**src/ibc_pkg.sv**
```systemverilog
// What this block does
// - controller logic runs only while controller_on is set; clearing it disables
// - while enabled, writing one sets start, stop and nak requests; zero never clears
// - as master, start request issues a start, cleared when sent or on disable
// - start waits until a byte sits in the data register or shift register
// - start during an outgoing byte waits until byte and acknowledge finish
// - with stop and start both pending, stop goes out before start
// - start during a slave transaction to us clears start, sets arbitration lost
// - stop request sends stop after current byte is sent or received
// - stop request clears after stop is sent or on disable
// - stop during a slave transaction is cleared without sending a stop
// - timer select ignored while enabled; when disabled, rate generator ticks at one
// - data-empty interrupt raised only when tx_empty_irq_enable is set
// - nak request answers next received byte with nak, cleared when sent or disabled
// - flush empties data register, sets tx_holding_empty; flush reads zero
// - input_spike_filter_on filters data and clock inputs, rejecting sub-cycle pulses
// - with filters on, filtered inputs lag by three system clocks
// - a software write to data_byte_reg clears tx_holding_empty
// - master drives one but samples zero sets arbitration_lost_flag; status read clears
//
// package of constants and carrier types for the bus control block.
// assumes an apb slave port with 32-bit data and word-aligned registers.
package ibc_pkg;

  // ----------------------------------------------------------------
  // register indices; byte address is four times the index
  // ----------------------------------------------------------------
  localparam logic [11:0] IDX_DATA = 12'hF50;
  localparam logic [11:0] IDX_ISTAT = 12'hF51;
  localparam logic [11:0] IDX_CTRL = 12'hF52;
  localparam logic [11:0] IDX_RATE_HI = 12'hF53;
  localparam logic [11:0] IDX_RATE_LO = 12'hF54;
  localparam logic [11:0] IDX_EVENT = 12'hF56;
  localparam logic [11:0] IDX_MASK = 12'hF57;

  // ----------------------------------------------------------------
  // bus_control fields
  // ----------------------------------------------------------------
  localparam int CTL_ON = 7;
  localparam int CTL_START = 6;
  localparam int CTL_STOP = 5;
  localparam int CTL_TSEL = 4;
  localparam int CTL_TXI = 3;
  localparam int CTL_NAK = 2;
  localparam int CTL_FLUSH = 1;
  localparam int CTL_FILT = 0;
  localparam logic [7:0] CTRL_RESET = 8'h00;

  // irq_status_reg fields
  localparam int ST_TXE = 7;
  localparam int ST_ARB = 2;

  // event register fields (same layout for mask)
  localparam int EV_TXE = 0;
  localparam int EV_ARB = 1;
  localparam int EV_TICK = 2;
  localparam int EV_START = 3;
  localparam int EV_STOP = 4;
  localparam int EV_NAK = 5;
  localparam int EV_W = 6;
  localparam logic [EV_W-1:0] EV_RESET = 6'h00;
  localparam logic [EV_W-1:0] MASK_RESET = 6'h00;

  // reset values
  localparam logic [15:0] RATE_RESET = 16'hFFFF;
  localparam logic [7:0] DATA_RESET = 8'h00;

  // ----------------------------------------------------------------
  // timing
  // ----------------------------------------------------------------
  localparam int FILT_LAG_CYC = 3;

  // status from the bus engine, same clock domain
  typedef struct packed {
    logic master;       // engine owns the bus as master
    logic slave_busy;   // slave transaction addressed to us underway
    logic shifting;     // a byte is being shifted out
    logic shift_loaded; // shift register holds a byte
    logic byte_done;    // pulse: byte plus acknowledge completed
    logic rx_byte;      // pulse: byte received
    logic start_done;   // pulse: start condition sent
    logic stop_done;    // pulse: stop condition sent
    logic nak_done;     // pulse: not-acknowledge sent
    logic load;         // pulse: engine took data into shift register
    logic sda_drive;    // value engine drives on the data line
  } ibc_eng_t;

  // commands to the bus engine
  typedef struct packed {
    logic issue_start;
    logic issue_stop;
    logic send_nak;
    logic on;
  } ibc_cmd_t;

endpackage

```
**src/ibc_bus_control.sv**
```systemverilog
// control logic of the two-wire bus controller: register file, requests,
// data holding register, rate timer, input filters and interrupt.
// assumes an apb master on pclk and a bus engine on pclk reporting via eng.
`timescale 1ns/100ps
module ibc_bus_control #(
  parameter int FILT_STAGES = 3
) (
  input wire logic pclk,
  input wire logic presetn,
  input wire logic ce,
  input wire logic psel,
  input wire logic penable,
  input wire logic pwrite,
  input wire logic [15:0] paddr,
  input wire logic [31:0] pwdata,
  output logic [31:0] prdata,
  output logic pready,
  output logic pslverr,
  input wire ibc_pkg::ibc_eng_t eng,
  output ibc_pkg::ibc_cmd_t cmd,
  output logic [7:0] tx_data,
  output logic tx_full,
  input wire logic sda_pin,
  input wire logic scl_pin,
  output logic sda_filt,
  output logic scl_filt,
  output logic scl_rise,
  output logic tick,
  output logic irq
);

  initial begin
    if (FILT_STAGES != ibc_pkg::FILT_LAG_CYC) $error("filter depth must be three");
  end

  // ----------------------------------------------------------------
  // register storage and apb decode
  // ----------------------------------------------------------------
  logic on, start_req, stop_req, tsel, tx_empty_irq_enable, nak_req, filt_on;
  logic [7:0] data_reg;
  logic tx_empty, arb_lost, stop_out;
  logic [15:0] rate_reload, rate_cnt;
  logic [ibc_pkg::EV_W-1:0] ev, ev_mask;
  logic acc, done, wr, rd, mapped;
  logic [11:0] idx;
  logic [7:0] wb;

  function automatic logic is_reg(input logic [11:0] i);
    is_reg = (i == ibc_pkg::IDX_DATA) || (i == ibc_pkg::IDX_ISTAT) || (i == ibc_pkg::IDX_CTRL) ||
             (i == ibc_pkg::IDX_RATE_HI) || (i == ibc_pkg::IDX_RATE_LO) ||
             (i == ibc_pkg::IDX_EVENT) || (i == ibc_pkg::IDX_MASK);
  endfunction

  assign acc = psel && penable;
  assign done = acc && pready;
  assign idx = paddr[13:2];
  assign mapped = (paddr[1:0] == 2'b00) && (paddr[15:14] == 2'b00) && is_reg(idx);
  assign wr = done && pwrite && mapped;
  assign rd = done && !pwrite && mapped;
  assign wb = pwdata[7:0];

  logic wr_ctrl, wr_data, rd_istat, rd_event;
  assign wr_ctrl = wr && (idx == ibc_pkg::IDX_CTRL);
  assign wr_data = wr && (idx == ibc_pkg::IDX_DATA);
  assign rd_istat = rd && (idx == ibc_pkg::IDX_ISTAT);
  assign rd_event = rd && (idx == ibc_pkg::IDX_EVENT);

  // one wait state: pready rises in the second access cycle, so the
  // read mux has a full cycle and prdata leaves a flop
  always_ff @(posedge pclk or negedge presetn) begin
    if (!presetn) begin
      pready <= 1'b0;
      pslverr <= 1'b0;
    end else if (ce) begin
      pready <= acc && !pready;
      pslverr <= acc && !pready && !mapped;
    end
  end

  // read data captured one edge before the completing edge
  always_ff @(posedge pclk or negedge presetn) begin
    if (!presetn) begin
      prdata <= 32'h0000_0000;
    end else if (ce) begin
      if (acc && !pready && !pwrite) begin
        prdata <= 32'h0000_0000;
        case (idx)
          ibc_pkg::IDX_DATA: prdata[7:0] <= data_reg;
          ibc_pkg::IDX_ISTAT: begin
            prdata[ibc_pkg::ST_TXE] <= tx_empty;
            prdata[ibc_pkg::ST_ARB] <= arb_lost;
          end
          // flush always reads zero
          ibc_pkg::IDX_CTRL: prdata[7:0] <= {on, start_req, stop_req, tsel, tx_empty_irq_enable, nak_req, 1'b0, filt_on};
          ibc_pkg::IDX_RATE_HI: prdata[7:0] <= rate_reload[15:8];
          ibc_pkg::IDX_RATE_LO: prdata[7:0] <= rate_reload[7:0];
          ibc_pkg::IDX_EVENT: prdata[ibc_pkg::EV_W-1:0] <= ev;
          ibc_pkg::IDX_MASK: prdata[ibc_pkg::EV_W-1:0] <= ev_mask;
          default: prdata <= 32'h0000_0000;
        endcase
      end
    end
  end

  // ----------------------------------------------------------------
  // plain control bits
  // ----------------------------------------------------------------
  always_ff @(posedge pclk or negedge presetn) begin
    if (!presetn) begin
      on <= ibc_pkg::CTRL_RESET[ibc_pkg::CTL_ON];
      tsel <= ibc_pkg::CTRL_RESET[ibc_pkg::CTL_TSEL];
      tx_empty_irq_enable <= ibc_pkg::CTRL_RESET[ibc_pkg::CTL_TXI];
      filt_on <= ibc_pkg::CTRL_RESET[ibc_pkg::CTL_FILT];
    end else if (ce && wr_ctrl) begin
      on <= wb[ibc_pkg::CTL_ON];
      tsel <= wb[ibc_pkg::CTL_TSEL];
      tx_empty_irq_enable <= wb[ibc_pkg::CTL_TXI];
      filt_on <= wb[ibc_pkg::CTL_FILT];
    end
  end

  logic set_start, set_stop, set_nak, drop;
  // clearing the enable bit, even in the write itself, drops every request
  assign drop = !on || (wr_ctrl && !wb[ibc_pkg::CTL_ON]);
  // writes of one only count while enabled; zeros never clear
  assign set_start = wr_ctrl && on && wb[ibc_pkg::CTL_START];
  assign set_stop = wr_ctrl && on && wb[ibc_pkg::CTL_STOP];
  assign set_nak = wr_ctrl && on && wb[ibc_pkg::CTL_NAK];

  logic start_in_slave, stop_in_slave;
  assign start_in_slave = start_req && eng.slave_busy && !eng.master;
  assign stop_in_slave = stop_req && eng.slave_busy && !eng.master;

  // ----------------------------------------------------------------
  // start request
  // ----------------------------------------------------------------
  // disabling wins over everything; completion clears, a fresh write sets
  always_ff @(posedge pclk or negedge presetn) begin
    if (!presetn) begin
      start_req <= 1'b0;
    end else if (ce) begin
      if (drop) begin
        start_req <= 1'b0;
      end else if (set_start) begin
        start_req <= 1'b1;
      end else if (eng.start_done || start_in_slave) begin
        start_req <= 1'b0;
      end
    end
  end

  // stop request
  always_ff @(posedge pclk or negedge presetn) begin
    if (!presetn) begin
      stop_req <= 1'b0;
    end else if (ce) begin
      if (drop) begin
        stop_req <= 1'b0;
      end else if (set_stop) begin
        stop_req <= 1'b1;
      end else if (eng.stop_done || stop_in_slave) begin
        stop_req <= 1'b0;
      end
    end
  end

  // nak request
  always_ff @(posedge pclk or negedge presetn) begin
    if (!presetn) begin
      nak_req <= 1'b0;
    end else if (ce) begin
      if (drop) begin
        nak_req <= 1'b0;
      end else if (set_nak) begin
        nak_req <= 1'b1;
      end else if (eng.nak_done) begin
        nak_req <= 1'b0;
      end
    end
  end

  // ----------------------------------------------------------------
  // condition sequencing toward the engine
  // ----------------------------------------------------------------
  // a start needs a byte to send, no byte in flight and no stop pending;
  // stop_out keeps a start back until the engine has reported the stop
  logic start_go, stop_go;
  assign start_go = start_req && !eng.slave_busy && (!tx_empty || eng.shift_loaded)
                    && !eng.shifting
                    && !stop_req && !stop_out;
  assign stop_go = stop_req && eng.master && !eng.slave_busy
                   && (!eng.shifting || eng.byte_done || eng.rx_byte);

  always_ff @(posedge pclk or negedge presetn) begin
    if (!presetn) begin
      stop_out <= 1'b0;
    end else if (ce) begin
      stop_out <= on && stop_go && !eng.stop_done;
    end
  end

  always_ff @(posedge pclk or negedge presetn) begin
    if (!presetn) begin
      cmd <= '0;
    end else if (ce) begin
      cmd.on <= !drop;
      cmd.issue_start <= on && start_go && !eng.start_done;
      cmd.issue_stop <= on && stop_go && !eng.stop_done;
      cmd.send_nak <= on && nak_req && !eng.nak_done;
    end
  end

  // ----------------------------------------------------------------
  // data holding register
  // ----------------------------------------------------------------
  // flush wins over a simultaneous engine load; a data write wins over both
  always_ff @(posedge pclk or negedge presetn) begin
    if (!presetn) begin
      data_reg <= ibc_pkg::DATA_RESET;
      tx_empty <= 1'b1;
    end else if (ce) begin
      if (wr_data) begin
        data_reg <= wb;
        tx_empty <= 1'b0;
      end else if (wr_ctrl && wb[ibc_pkg::CTL_FLUSH]) begin
        data_reg <= ibc_pkg::DATA_RESET;
        tx_empty <= 1'b1;
      end else if (eng.load) begin
        tx_empty <= 1'b1;
      end
    end
  end

  always_ff @(posedge pclk or negedge presetn) begin
    if (!presetn) begin
      tx_data <= ibc_pkg::DATA_RESET;
      tx_full <= 1'b0;
    end else if (ce) begin
      tx_data <= data_reg;
      tx_full <= !tx_empty && !(wr_ctrl && wb[ibc_pkg::CTL_FLUSH]) && !eng.load;
    end
  end

  // ----------------------------------------------------------------
  // rate generator as a timer
  // ----------------------------------------------------------------
  always_ff @(posedge pclk or negedge presetn) begin
    if (!presetn) begin
      rate_reload <= ibc_pkg::RATE_RESET;
    end else if (ce && wr) begin
      if (idx == ibc_pkg::IDX_RATE_HI) begin
        rate_reload[15:8] <= wb;
      end
      if (idx == ibc_pkg::IDX_RATE_LO) begin
        rate_reload[7:0] <= wb;
      end
    end
  end

  // a reload of zero wraps through ffff and so gives 65536 counts
  logic timer_run, timer_hit;
  assign timer_run = !on && tsel;
  assign timer_hit = timer_run && (rate_cnt == 16'h0001);

  always_ff @(posedge pclk or negedge presetn) begin
    if (!presetn) begin
      rate_cnt <= ibc_pkg::RATE_RESET;
      tick <= 1'b0;
    end else if (ce) begin
      tick <= timer_hit;
      if (!timer_run || timer_hit) begin
        rate_cnt <= rate_reload;
      end else begin
        rate_cnt <= rate_cnt - 16'h0001;
      end
    end
  end

  // ----------------------------------------------------------------
  // input synchronisers and spike filters
  // ----------------------------------------------------------------
  logic [1:0] sda_sync, scl_sync;
  logic [FILT_STAGES-1:0] sda_sh, scl_sh;

  always_ff @(posedge pclk or negedge presetn) begin
    if (!presetn) begin
      sda_sync <= 2'b11;
      scl_sync <= 2'b11;
    end else if (ce) begin
      sda_sync <= {sda_sync[0], sda_pin};
      scl_sync <= {scl_sync[0], scl_pin};
    end
  end

  // output follows only when the whole window agrees, so a level that
  // lasts a single sample never gets through; costs three cycles of lag
  function automatic logic agree(input logic [FILT_STAGES-1:0] s);
    agree = (s == '0) || (s == '1);
  endfunction

  always_ff @(posedge pclk or negedge presetn) begin
    if (!presetn) begin
      sda_sh <= '1;
      scl_sh <= '1;
      sda_filt <= 1'b1;
      scl_filt <= 1'b1;
    end else if (ce) begin
      sda_sh <= {sda_sh[FILT_STAGES-2:0], sda_sync[1]};
      scl_sh <= {scl_sh[FILT_STAGES-2:0], scl_sync[1]};
      if (filt_on) begin
        if (agree(sda_sh)) begin
          sda_filt <= sda_sh[FILT_STAGES-1];
        end
        if (agree(scl_sh)) begin
          scl_filt <= scl_sh[FILT_STAGES-1];
        end
      end else begin
        sda_filt <= sda_sync[1];
        scl_filt <= scl_sync[1];
      end
    end
  end

  // clock-line edge finder on the filtered copy
  logic scl_prev;
  always_ff @(posedge pclk or negedge presetn) begin
    if (!presetn) begin
      scl_prev <= 1'b1;
      scl_rise <= 1'b0;
    end else if (ce) begin
      scl_prev <= scl_filt;
      scl_rise <= scl_filt && !scl_prev;
    end
  end

  // ----------------------------------------------------------------
  // arbitration lost
  // ----------------------------------------------------------------
  logic arb_event;
  assign arb_event = (on && eng.master && eng.sda_drive && !sda_filt && scl_filt && !scl_prev)
                     || (on && start_in_slave);

  // set wins over the read that clears it
  always_ff @(posedge pclk or negedge presetn) begin
    if (!presetn) begin
      arb_lost <= 1'b0;
    end else if (ce) begin
      if (arb_event) begin
        arb_lost <= 1'b1;
      end else if (rd_istat) begin
        arb_lost <= 1'b0;
      end
    end
  end

  // ----------------------------------------------------------------
  // events, mask and interrupt
  // ----------------------------------------------------------------
  logic [ibc_pkg::EV_W-1:0] ev_set;
  always_comb begin
    ev_set = '0;
    ev_set[ibc_pkg::EV_TXE] = on && tx_empty_irq_enable && tx_empty;
    ev_set[ibc_pkg::EV_ARB] = arb_event;
    ev_set[ibc_pkg::EV_TICK] = timer_hit;
    ev_set[ibc_pkg::EV_START] = eng.start_done;
    ev_set[ibc_pkg::EV_STOP] = eng.stop_done;
    ev_set[ibc_pkg::EV_NAK] = eng.nak_done;
  end

  always_ff @(posedge pclk or negedge presetn) begin
    if (!presetn) begin
      ev <= ibc_pkg::EV_RESET;
    end else if (ce) begin
      ev <= (rd_event ? '0 : ev) | ev_set;
    end
  end

  always_ff @(posedge pclk or negedge presetn) begin
    if (!presetn) begin
      ev_mask <= ibc_pkg::MASK_RESET;
    end else if (ce && wr && (idx == ibc_pkg::IDX_MASK)) begin
      ev_mask <= wb[ibc_pkg::EV_W-1:0];
    end
  end

  always_ff @(posedge pclk or negedge presetn) begin
    if (!presetn) begin
      irq <= 1'b0;
    end else if (ce) begin
      irq <= |(((rd_event ? '0 : ev) | ev_set) & ev_mask);
    end
  end

endmodule

```
**config.mk**
```make
export PLATFORM = sky130hd
export DESIGN_NAME = ibc_bus_control
export DESIGN_NICKNAME = d
export VERILOG_FILES = /design/src/ibc_pkg.sv /design/src/ibc_bus_control.sv
export SDC_FILE = /design/constraint.sdc
export NUM_CORES = 1
export LEC_CHECK = 0
export BUFFER_PORTS_ARGS = -buffer_cell sky130_fd_sc_hd__buf_4
export CAP_MARGIN = 20
export CORE_MARGIN = 2
export CORE_UTILIZATION = 55
export CTS_CLUSTER_SIZE = 30
export DETAILED_ROUTE_END_ITERATION = 10
export HOLD_SLACK_MARGIN = 0.1
export PLACE_DENSITY = 0.87
export SYNTH_ARGS = -nofsm -noshare
export SYNTH_HDL_FRONTEND = slang
export SYNTH_SLANG_ARGS = --single-unit
```
**constraint.sdc**
```tcl
create_clock -name pclk -period 2.6 [get_ports pclk]
set_input_delay 0.39 -clock pclk [delete_from_list [all_inputs] [get_ports pclk]]
set_output_delay 0.39 -clock pclk [all_outputs]
set_load 0.01 [all_outputs]
```
==> impl_metrics.csv <==
group,metric,value,unit
sta,finalSetupViolations,0,
cells_and_area,area_delta_synth_final,14.3,%
worst_setup_path,r2r-start,"rate_cnt[1]",
global_route,grt_pass1_vias,4501,
cells_and_area,nFillCells,719,
synth,ys_async_sr_fraction,100,%
die,chipHeight,103,µm
worst_setup_path,arrival,2.69,ns
global_route,antenna_found_initial,0,
placed_design,port_buffers,70,
die,ioPinCount,119,
worst_setup_path,crit_slowest_cell,"or3b_2",
sta,layout_min_cycle_time,2.37,ns
cells_and_area,antennaDiodeCount,0,
worst_setup_path,rr_endpoint,"rate_cnt[6]",
cells_and_area,biggestRegsByFlops,"rate_cnt: 16 flops, rate_reload: 16 flops",
power_and_ir_drop,finalPower,0.00304,W
outcome,status,"finished clean",
synth,synthTopCellsByArea,"dfrtp_1 (25%), dfstp_2 (23%), mux2_2 (9.7%)",
clocking,worstSkewPairLatency,0.38,ns
worst_setup_path,crit_path_max_incr_delay,0.48,ns
die,die_area,10500,µm²
route,wl,13800,µm
worst_hold_path,hold_depth,2,
clocking,hold_buffers,1,
clocking,cts_buffers,9,
placed_design,place.gp.congestion,0.935,
clocking,cts_tree,"done",
synth,synth.yosys.warnings,0,
clocking,htreeDepth,3,
route,ant_nets,0,
worst_setup_path,endpoint,"rate_cnt[6]",
worst_setup_path,start_kind,"flop",
worst_setup_path,cp.required,2.92,ns
sta,final.period_utilization,91.3,%
global_route,grt_pass1_wl,22300,µm
die,core_area,9330,µm²
worst_setup_path,critPathKind,"flop to flop",
synth,syn_inst,521,
synth,synth_top_area_share,25.3,%
clocking,cts_setup_buffers,0,
worst_setup_path,rrSetupSlack,0.23,ns
power_and_ir_drop,power_leakage,2.68,nW
sta,rsz0062_at_grt,"no",
route,drt_iter0_markers,433,
die,die_w,103,µm
worst_setup_path,cp-startpoint,"rate_cnt[1]",
cells_and_area,postLayoutCoreUtil,65.5,%
placed_design,dp_hpwl,9940,µm
synth,synth_flop_cell,"dfrtp_1",
power_and_ir_drop,ir_worst_vdd,0.357,mV
clocking,postCtsResizedCells,0,
sta,relSlewSlack,51.3,%
route,via_per_inst,6.27,
global_route,grt_max_degree,59,
power_and_ir_drop,powerDensity,498,nW/µm²
placed_design,dp_cells,702,
global_route,grt_overflow,0,
clocking,clock-sinks,100,
worst_setup_path,r2r_cells,7,
sta,setup_tns,0,ns
die,row_count,35,
die,start_util,57.3,%
worst_setup_path,worstSetupEndpointType,"flop",
cells_and_area,drive_gt1_share,34.1,%
worst_setup_path,crit_fanout,9,
cells_and_area,nets,654,
synth,yosysMostFrequentCell,"dfrtp_1",
sta,hold_violations,0,
cells_and_area,final_cells,719,
synth,syn_area,5340,µm²
clocking,clk_pin_slew,0.10,ns
global_route,grtUsageTotal,27.4,%
synth,ys_seq_area_share,47.9,%
synth,synth-edff-count,0,
sta,fin_skew,0.0106,ns
route,routedWlPerCell,19.2,µm
route,drc,0,
sta,maxSlewViolCount,0,
route,first_pass_iters,7,
worst_setup_path,cp_common_cell,"or3_1",
worst_hold_path,holdCritPathClass,"input pin to flop",
sta,max_freq,421,MHz
sta,tightest_slew,0.730,ns
route,vias,4506,
clocking,cts_root_buf,"clkbuf_8",
synth,synth_top_area_cell,"dfrtp_1",
job,drv_cap,0,
worst_setup_path,path_cells,"inv_1, ha_1, or3b_2, or3_1, or3_1, a21oi_1, a211o_1",
clocking,clockBufferDepth,2,
synth,synth.ff_latch_count,100,
synth,synth.distinct_cells,67,
placed_design,dpl_cell_area,5910,µm²
synth,yosys-top-cells-count,"dfrtp_1 (54), nand2_1 (51), dfstp_2 (46), mux2_2 (46), o21ai_0 (32)",
cells_and_area,fin_area,6110,µm²
synth,avgSynthCellArea,10.2,µm²
-- through the flow --
stage,hold WS (ns),worst slack (ns)
after global routing,0.243,0.153
final,0.253,0.227
after floorplan,0.0944,0.196
after detailed placement,0.419,0.0411
after CTS,0.244,0.254
after global placement,0.409,0.0621
-- worst min path at each step --
stage	slack [ns]	end	from
floorplan	0.09	arb_lost	presetn
global route	0.24	sda_sync[0]	sda_pin
CTS	0.24	sda_sync[0]	sda_pin
global placement	0.41	scl_rise	presetn
detailed placement	0.42	scl_rise	presetn
finish	0.25	sda_sync[0]	sda_pin
-- power by group --
part           internal (W)  leakage [nW]  switching, W
Combinational      0.000161          1.46      0.000216
Sequential          0.00166          1.14     0.0000526
Clock              0.000364        0.0902      0.000592
-- worst max-delay path: cells and delay by family (launching register included) --
family	cells	cell delay, ns
flip-flops	1	0.39
AO/OA/AOI/OAI	2	0.29
buffers and inverters	1	0.10
AND/OR/NAND/NOR	3	1.31
adder cells (fa/ha/maj)	1	0.23
-- kinds of logic after synthesis --
family	Yosys count	share of synthesized area, %
buffers and inverters	74	7.19
flip-flops	100	47.9
XOR/XNOR	1	0.164
AND/OR/NAND/NOR	161	16.0
AO/OA/AOI/OAI	117	14.7
other	1	0.0702
adder cells (fa/ha/maj)	2	0.469
multiplexers	65	13.5
-- cell type report --
cell class	count	area (µm²)	share of cell area (%)
flip-flops and latches	100	2560	41.9
multi-input cells	370	2480	40.7
clock buffers	9	124	2.03
clock inverters	7	57.6	0.943
well taps	129	161	2.64
inverters	20	75.1	1.23
repair buffers	84	646	10.6
-- placed cells by master, fill, tap and decap left out, drive strengths merged, types with 10 or more instances in the layout --
master	instances
a21oi	23
mux2	46
mux2i	18
dfstp	46
nor2	27
inv	24
buf	83
conb	24
and3	10
dfrtp	54
nand2	51
o21ai	33
nor3	12
-- per-layer routing --
metal	vias up	share of wire [%]	global-route usage (%)	wire [µm]
li1	1974	-	-	-
met1	2186	40	36.0	5570
met2	282	46	43.2	6390
met3	64	9.5	7.59	1310
met4	0	3.9	11.6	540
met5	-	0	0	0
No activity file was read; power rests on OpenSTA's default activity.
